## src/verilog/rvm_pkg.sv

```systemverilog
// Package with the constants of the reset and interrupt vector map
package rvm_pkg;

  // ****************************************************************
  // Table shape
  // ****************************************************************
  localparam int VEC_COUNT = 26;
  localparam int IRQ_COUNT = VEC_COUNT - 1;
  localparam int VEC_NUM_W = 5;
  localparam int ADDR_W = 16;
  localparam logic [VEC_NUM_W-1:0] VEC_NUM_RESET = 5'h01;
  localparam logic [VEC_NUM_W-1:0] VEC_NUM_FIRST_IRQ = 5'h02;

  // ****************************************************************
  // Program word addresses of the vectors, application placement
  // ****************************************************************
  localparam logic [ADDR_W-1:0] RESET_ADDR_APP = 16'h0000;
  localparam logic [ADDR_W-1:0] VEC_STRIDE = 16'h0002;
  localparam logic [ADDR_W-1:0] VEC_OFFS [VEC_COUNT] = '{
    16'h0000, 16'h0002, 16'h0004, 16'h0006, 16'h0008, 16'h000A, 16'h000C,
    16'h000E, 16'h0010, 16'h0012, 16'h0014, 16'h0016, 16'h0018, 16'h001A,
    16'h001C, 16'h001E, 16'h0020, 16'h0022, 16'h0024, 16'h0026, 16'h0028,
    16'h002A, 16'h002C, 16'h002E, 16'h0030, 16'h0032
  };

  // ****************************************************************
  // Control bits of the core control register and fuse pin polarity
  // ****************************************************************
  localparam int CTRL_W = 2;
  localparam int CTRL_UNLOCK_BIT = 0;
  localparam int CTRL_SELECT_BIT = 1;
  localparam logic FUSE_PROGRAMMED = 1'b0;
  localparam logic FUSE_UNPROGRAMMED = 1'b1;

  // ****************************************************************
  // Timing, in core clock cycles
  // ****************************************************************
  localparam int UNLOCK_WINDOW_CYC = 4;
  localparam int UNLOCK_CNT_W = 3;
  localparam logic [UNLOCK_CNT_W-1:0] UNLOCK_LAST =
    UNLOCK_CNT_W'(UNLOCK_WINDOW_CYC - 1);

  typedef enum logic [1:0] {
    RVM_CHG_IDLE  = 2'b00,
    RVM_CHG_ARMED = 2'b01,
    RVM_CHG_POST  = 2'b10
  } rvm_chg_e;

  // Program address of vector number num for a given table base
  function automatic logic [ADDR_W-1:0] rvm_vec_addr(
    input logic [ADDR_W-1:0] base,
    input logic [VEC_NUM_W-1:0] num
  );
    logic [ADDR_W-1:0] off;
    off = VEC_OFFS[0];
    if (num != 5'h00 && 32'(num) <= VEC_COUNT) begin
      off = VEC_OFFS[32'(num) - 1];
    end
    return base + off;
  endfunction : rvm_vec_addr

endpackage : rvm_pkg

```

## src/verilog/rvm_prio_if.sv

```systemverilog
// Interface between the vector map and its priority encoder
`timescale 1ns/1ps
interface rvm_prio_if;
  logic [rvm_pkg::IRQ_COUNT-1:0] req;
  logic any;
  logic [rvm_pkg::VEC_NUM_W-1:0] num;
  modport enc (input req, output any, output num);
  modport top (output req, input any, input num);
endinterface : rvm_prio_if

```

## src/verilog/rvm_top.sv

```systemverilog
// Reset and interrupt vector map with protected table relocation
`timescale 1ns/1ps

module rvm_top (
  input wire logic ref_clk_i, // Core clock, 10 MHz
  input wire logic rst_i, // Asynchronous reset, active high
  input wire logic ce_i, // Clock enable, freezes all state when low
  input wire logic boot_reset_select_fuse_i, // Boot-reset fuse pin, 0 = programmed
  input wire logic [rvm_pkg::ADDR_W-1:0] boot_start_i, // Boot section start word address
  input wire logic ctrl_wr_i, // Core writes the core control register
  input wire logic [rvm_pkg::CTRL_W-1:0] ctrl_wdata_i, // Written select and unlock bits
  input wire logic instr_done_i, // Core finished one instruction
  input wire logic global_en_i, // Global interrupt enable of the core
  input wire logic [rvm_pkg::IRQ_COUNT-1:0] irq_pend_i, // Pending sources, vectors 2..26
  input wire logic irq_ack_i, // Core takes the offered vector
  output logic [rvm_pkg::ADDR_W-1:0] reset_addr_o, // Program address after reset
  output logic [rvm_pkg::ADDR_W-1:0] vec_base_o, // Start of the interrupt table
  output logic irq_valid_o, // A vector is offered
  output logic [rvm_pkg::VEC_NUM_W-1:0] irq_num_o, // Offered vector number
  output logic [rvm_pkg::ADDR_W-1:0] irq_addr_o, // Offered vector program address
  output logic irq_hold_o, // Interrupts held off by the change sequence
  output logic vector_table_select_o, // Read back of the select bit
  output logic vector_change_unlock_o // Read back of the unlock bit
);
  import rvm_pkg::*;

  // ****************************************************************
  // Pin synchronisers
  // ****************************************************************
  // Fuse and boot start are static straps, so a two-stage capture of
  // the whole word is safe; a mid-word change is never expected.
  logic fuse_s1_q;
  logic fuse_s2_q;
  logic [ADDR_W-1:0] boot_s1_q;
  logic [ADDR_W-1:0] boot_s2_q;

  always_ff @(posedge ref_clk_i or posedge rst_i) begin
    if (rst_i) begin
      fuse_s1_q <= FUSE_UNPROGRAMMED;
      fuse_s2_q <= FUSE_UNPROGRAMMED;
      boot_s1_q <= RESET_ADDR_APP;
      boot_s2_q <= RESET_ADDR_APP;
    end else if (ce_i) begin
      fuse_s1_q <= boot_reset_select_fuse_i;
      fuse_s2_q <= fuse_s1_q;
      boot_s1_q <= boot_start_i;
      boot_s2_q <= boot_s1_q;
    end
  end

  // ****************************************************************
  // Protected change of the select bit
  // ****************************************************************
  rvm_chg_e chg_q;
  rvm_chg_e chg_d;
  logic [UNLOCK_CNT_W-1:0] cnt_q;
  logic [UNLOCK_CNT_W-1:0] cnt_d;
  logic sel_q;
  logic sel_d;
  logic wr_unlock;

  assign wr_unlock = ctrl_wdata_i[CTRL_UNLOCK_BIT];

  always_comb begin
    chg_d = chg_q;
    cnt_d = cnt_q;
    sel_d = sel_q;
    case (chg_q)
      RVM_CHG_IDLE: begin
        if (ctrl_wr_i && wr_unlock) begin
          chg_d = RVM_CHG_ARMED;
          cnt_d = '0;
        end
      end
      RVM_CHG_ARMED: begin
        // Select only changes when written inside the window with unlock 0
        if (ctrl_wr_i && !wr_unlock) begin
          sel_d = ctrl_wdata_i[CTRL_SELECT_BIT];
          chg_d = RVM_CHG_POST;
        end else if (ctrl_wr_i && wr_unlock) begin
          cnt_d = '0;
        end else if (cnt_q == UNLOCK_LAST) begin
          chg_d = RVM_CHG_IDLE;
        end else begin
          cnt_d = cnt_q + UNLOCK_CNT_W'(1);
        end
      end
      RVM_CHG_POST: begin
        // Hold lasts until the instruction after the select write is done
        if (instr_done_i) begin
          chg_d = RVM_CHG_IDLE;
        end
      end
      default: begin
        chg_d = RVM_CHG_IDLE;
        cnt_d = '0;
      end
    endcase
  end

  always_ff @(posedge ref_clk_i or posedge rst_i) begin
    if (rst_i) begin
      chg_q <= RVM_CHG_IDLE;
      cnt_q <= '0;
      sel_q <= 1'b0;
    end else if (ce_i) begin
      chg_q <= chg_d;
      cnt_q <= cnt_d;
      sel_q <= sel_d;
    end
  end

  // Hold starts combinationally in the cycle the unlock write lands
  assign irq_hold_o = (chg_q != RVM_CHG_IDLE) || (ctrl_wr_i && wr_unlock);
  assign vector_table_select_o = sel_q;
  assign vector_change_unlock_o = (chg_q == RVM_CHG_ARMED);

  // ****************************************************************
  // Placement of reset and table
  // ****************************************************************
  logic [ADDR_W-1:0] reset_addr_d;
  logic [ADDR_W-1:0] reset_addr_q;
  logic [ADDR_W-1:0] base_d;
  logic [ADDR_W-1:0] base_q;

  always_comb begin
    reset_addr_d = RESET_ADDR_APP;
    if (fuse_s2_q == FUSE_PROGRAMMED) begin
      reset_addr_d = boot_s2_q;
    end
    base_d = RESET_ADDR_APP;
    if (sel_q) begin
      base_d = boot_s2_q;
    end
  end

  always_ff @(posedge ref_clk_i or posedge rst_i) begin
    if (rst_i) begin
      reset_addr_q <= RESET_ADDR_APP;
      base_q <= RESET_ADDR_APP;
    end else if (ce_i) begin
      reset_addr_q <= reset_addr_d;
      base_q <= base_d;
    end
  end

  assign reset_addr_o = reset_addr_q;
  assign vec_base_o = rvm_vec_addr(base_q, VEC_NUM_FIRST_IRQ);

  // ****************************************************************
  // Dispatch
  // ****************************************************************
  rvm_prio_if prio ();

  assign prio.req = irq_pend_i;

  rvm_prio u_prio (
    .p (prio.enc)
  );

  logic valid_d;
  logic valid_q;
  logic [VEC_NUM_W-1:0] num_d;
  logic [VEC_NUM_W-1:0] num_q;
  logic [ADDR_W-1:0] addr_d;
  logic [ADDR_W-1:0] addr_q;

  always_comb begin
    valid_d = valid_q;
    num_d = num_q;
    addr_d = addr_q;
    if (irq_ack_i || !valid_q) begin
      // Offer is refreshed after an ack so the next winner is seen
      valid_d = prio.any && global_en_i && !irq_hold_o && !irq_ack_i;
      num_d = prio.num;
      // Offsets table covers all 26 entries, two words apart
      addr_d = rvm_vec_addr(base_d, prio.num);
    end else if (irq_hold_o || !global_en_i) begin
      valid_d = 1'b0;
    end
  end

  always_ff @(posedge ref_clk_i or posedge rst_i) begin
    if (rst_i) begin
      valid_q <= 1'b0;
      num_q <= VEC_NUM_RESET;
      addr_q <= RESET_ADDR_APP;
    end else if (ce_i) begin
      valid_q <= valid_d;
      num_q <= num_d;
      addr_q <= addr_d;
    end
  end

  assign irq_valid_o = valid_q;
  assign irq_num_o = num_q;
  assign irq_addr_o = addr_q;

endmodule : rvm_top

```

## src/verilog/rvm_prio.sv

```systemverilog
// Fixed priority encoder: lowest vector number wins
`timescale 1ns/1ps
module rvm_prio (
  rvm_prio_if.enc p // Pending requests in, winner out
);
  import rvm_pkg::*;

  always_comb begin
    p.any = 1'b0;
    p.num = VEC_NUM_RESET;
    // Scan from the top so the lowest set index is the last to assign
    for (int i = IRQ_COUNT - 1; i >= 0; i--) begin
      if (p.req[i]) begin
        p.any = 1'b1;
        p.num = VEC_NUM_W'(i) + VEC_NUM_FIRST_IRQ;
      end
    end
  end

endmodule : rvm_prio

```

## config.mk

```make
export PLATFORM = sky130hd
export DESIGN_NAME = rvm_top
export DESIGN_NICKNAME = d
export VERILOG_FILES = /design/src/verilog/rvm_pkg.sv /design/src/verilog/rvm_prio_if.sv /design/src/verilog/rvm_top.sv /design/src/verilog/rvm_prio.sv
export SDC_FILE = /design/constraint.sdc
export NUM_CORES = 1
export LEC_CHECK = 0
export BUFFER_PORTS_ARGS = -buffer_cell sky130_fd_sc_hd__buf_2
export CORE_MARGIN = 2
export CORE_UTILIZATION = 59
export CTS_BUF_LIST = sky130_fd_sc_hd__clkbuf_4 sky130_fd_sc_hd__clkbuf_8 sky130_fd_sc_hd__clkbuf_16
export CTS_CLUSTER_DIAMETER = 120
export DETAILED_ROUTE_END_ITERATION = 10
export PLACE_DENSITY = 0.85
export SLEW_MARGIN = 20
export SYNTH_ARGS = -nofsm -noshare
export SYNTH_HDL_FRONTEND = slang
export SYNTH_HIERARCHICAL = 1
export SYNTH_SLANG_ARGS = --single-unit
```

## constraint.sdc

```tcl
create_clock -name ref_clk_i -period 5.2 [get_ports ref_clk_i]
set_clock_uncertainty 0.05 [all_clocks]
set_input_delay 1.04 -clock ref_clk_i [delete_from_list [all_inputs] [get_ports ref_clk_i]]
set_output_delay 1.04 -clock ref_clk_i [all_outputs]
set_load 0.01 [all_outputs]
```

==> qor.txt <==
die area - 0.00910 mm²
Slew HR - 35.8%
final WL - 11000 µm
Synth area leaders - dfrtp_1, mux2_2, nand2_1, ha_1, nand3_1
status - finished, final reports clean
Synth Instances - 483
antenna-violating nets left - 0
GR Layer Usage met3 - 4.27%
DRT Pass-1 Iters - 4
Nets - 646
clock sink count - 94
CTS Buf Count - 9
via count - 4020
Final GP Congestion - 0.928
Yosys top cell area share - 46.2%
Syn Std Cell Area - 0.00493 mm²
Cell Pwr Density - 354 mW/mm²
EDFF count, synth - 0
largest net degree at the start of global routing - 57
most common cell after layout, fill and taps aside - buf_2
drt initial violations - 242
GR Util met1 - 35.9%
Critical Path Start - irq_pend_i[6]
Post-CTS Hold Buffers - 0
FFs w/ async S/R, synth - 100%
Pleak - 2.64 nW
Clock Tree Buf Depth - 2
root buf cell - clkbuf_8
FP Rows - 33
core area - 0.00818 mm²
Tcrit/Tclk final - 89.2%
hold slack - 0.434 ns
Seq cells post-synth - 94
CTS clk-pin slew, worst paths - 0.10 ns
max-cap violations - 0
worst endpoint required time - 5.44 ns
Setup WS post-layout - 0.563 ns
Least-Margin Pin Slew - 0.962 ns
ANT cells - 0
crit end category - register
minimum clock period - 4.64 ns
leading area contributor after synthesis - dfrtp_1
final setup TNS - 0 ns
commonest non-fill, non-tap cells in the layout - buf_2, dfrtp_1, nand2_1
CP Max Fanout - 10
Pins Over Slew Limit - 0
Reg-to-Reg Start - vector_table_select_o
final setup fails - 0
crit path launch type - input pin
Reg2Reg Setup Slack - 2.15 ns
Primary FF master, synth - dfrtp_1
hold violation count in the final report - 0
initial core utilization - 60.3%
setup bufs post-CTS - 0
worst ir drop on vdd - 0.237 mV
R2R depth - 8
RR Endpoint - irq_addr_o[13]
via density per instance - 5.80
Hold Path Stages - 2
Max Freq - 216 MHz
Seq/Total Area, Yosys - 47.8%
vias in the first global route - 3806
RSZ-0062 raised after global routing - no
Hold Crit Class - reg2reg
drt wl/cell - 15.9 µm
H-tree depth - 3
area grow syn2layout - 15.6%
Hold EP - irq_num_o[4]
synth warn - 6
# fillers - 657
Synth cell types - 60
CTS-repair resized insts - 0
WP data arrival - 4.88 ns
Die Width - 95.4 µm
global-route wire length before repair - 18100 µm
Placement Setup Slack - 0.163 ns
dpl hpwl - 8050 µm
Worst-Skew Late Latency - 0.37 ns
GR Util met2 - 41.2%
Residual DRC - 0
busiest grt layer - met2
CTS tree - yes
All-Layer GR Usage - 25.8%
layout cell share with drive strength beyond 1 - 32.0%
WS Path Type - in2reg
I/O Buffers - 107
die height - 95.4 µm
min-delay src - irq_num_o[4]
grt ovf - 0
antenna violations before repair - 0
Syn Area/Cell - 10.2 µm²
I/O pin cnt - 108
Final Total Pwr - 0.00202 W
Post-Syn Nets - 546
## flip-flops by register name, summed over array words and instances, names as in the netlist
register / flops
vector_table_select_o: 1
reset_addr_o: 16
irq_num_o: 5
fuse_s2_q: 1
boot_s1_q: 16
irq_addr_o: 16
boot_s2_q: 16
cnt_q: 3
fuse_s1_q: 1
chg_q: 2
base_q: 16
irq_valid_o: 1
## synthesized netlist by cell type (11+ instances only)
cell type   n
clkbuf_1   13
ha_1       11
inv_1      20
mux2_2     45
nand2_1    65
dfrtp_1    91
nor2_1     29
xnor2_1    13
o2bb2ai_1  13
nand3_1    23
o21ai_0    20
nor3_1     11
## cell type report
type	count	area (µm²)	share of cell area (%)
repair buffers	112	573	10.1
well taps	105	131	2.30
clock inverters	7	68.8	1.21
inverters	20	76.3	1.34
multi-input cells	346	2370	41.6
clock buffers	9	124	2.17
flip-flops and latches	94	2360	41.3
## per-stage QoR
step	cell area, µm²	cells	util, %
2_1_floorplan	4930	483	-
3_3_place_gp	5510	677	67.4
3_5_place_dp	5510	677	67.4
6_report	5700	693	69.7
5_1_grt	5700	693	69.7
4_1_cts	5700	693	69.7
## power by group
part	switching, W	leakage, nW	internal, W	total (W)
Combinational	0.000291	1.38	0.000249	0.000540
Sequential	0.000144	1.17	0.000867	0.00101
Clock	0.000284	0.0911	0.000185	0.000469
## metal layers
metal / routed length, µm / vias to the layer above
li1: - / 1934
met1: 4960 / 1948
met2: 5260 / 123
met3: 625 / 15
met4: 159 / 0
met5: 0 / -
## worst max-delay path, stage by stage
cell       delay (ns)
buf_2            0.11
nand2b_1         0.14
a21oi_1          0.20
a2111oi_0        0.09
a2111oi_0        0.68
inv_1            0.22
ha_1             0.26
nand3b_1         0.07
o21ai_1          0.08
buf_4            0.15
a2111oi_0        0.50
ha_1             0.28
nor2b_1          0.24
o2111ai_2        0.28
a2111o_1         0.44
o211ai_1         0.10
## worst max-delay path by stage
stage | to | slack (ns) | depth (start not counted)
5_1_grt | irq_addr_o[15] | 0.17 | 16
3_3_place_gp | irq_addr_o[15] | 0.36 | 16
2_1_floorplan | irq_addr_o[13] | 0.54 | 13
4_1_cts | irq_addr_o[13] | 0.56 | 16
3_5_place_dp | irq_addr_o[13] | 0.16 | 16
6_report | irq_addr_o[13] | 0.56 | 16
## logic make-up (layout without fill, tap and decap cells)
logic type      after synthesis  in the layout  synth area share [%]
buf+inv                      43            148                  4.11
xor+xnor                     18             18                  3.20
mux                          47             47                  10.7
fa+ha+maj                    12             12                  3.20
flops                        94             94                  47.8
simple gates                182            182                  18.2
compound gates               87             87                  12.8
Note: power is estimated with default switching activity, not from simulation.
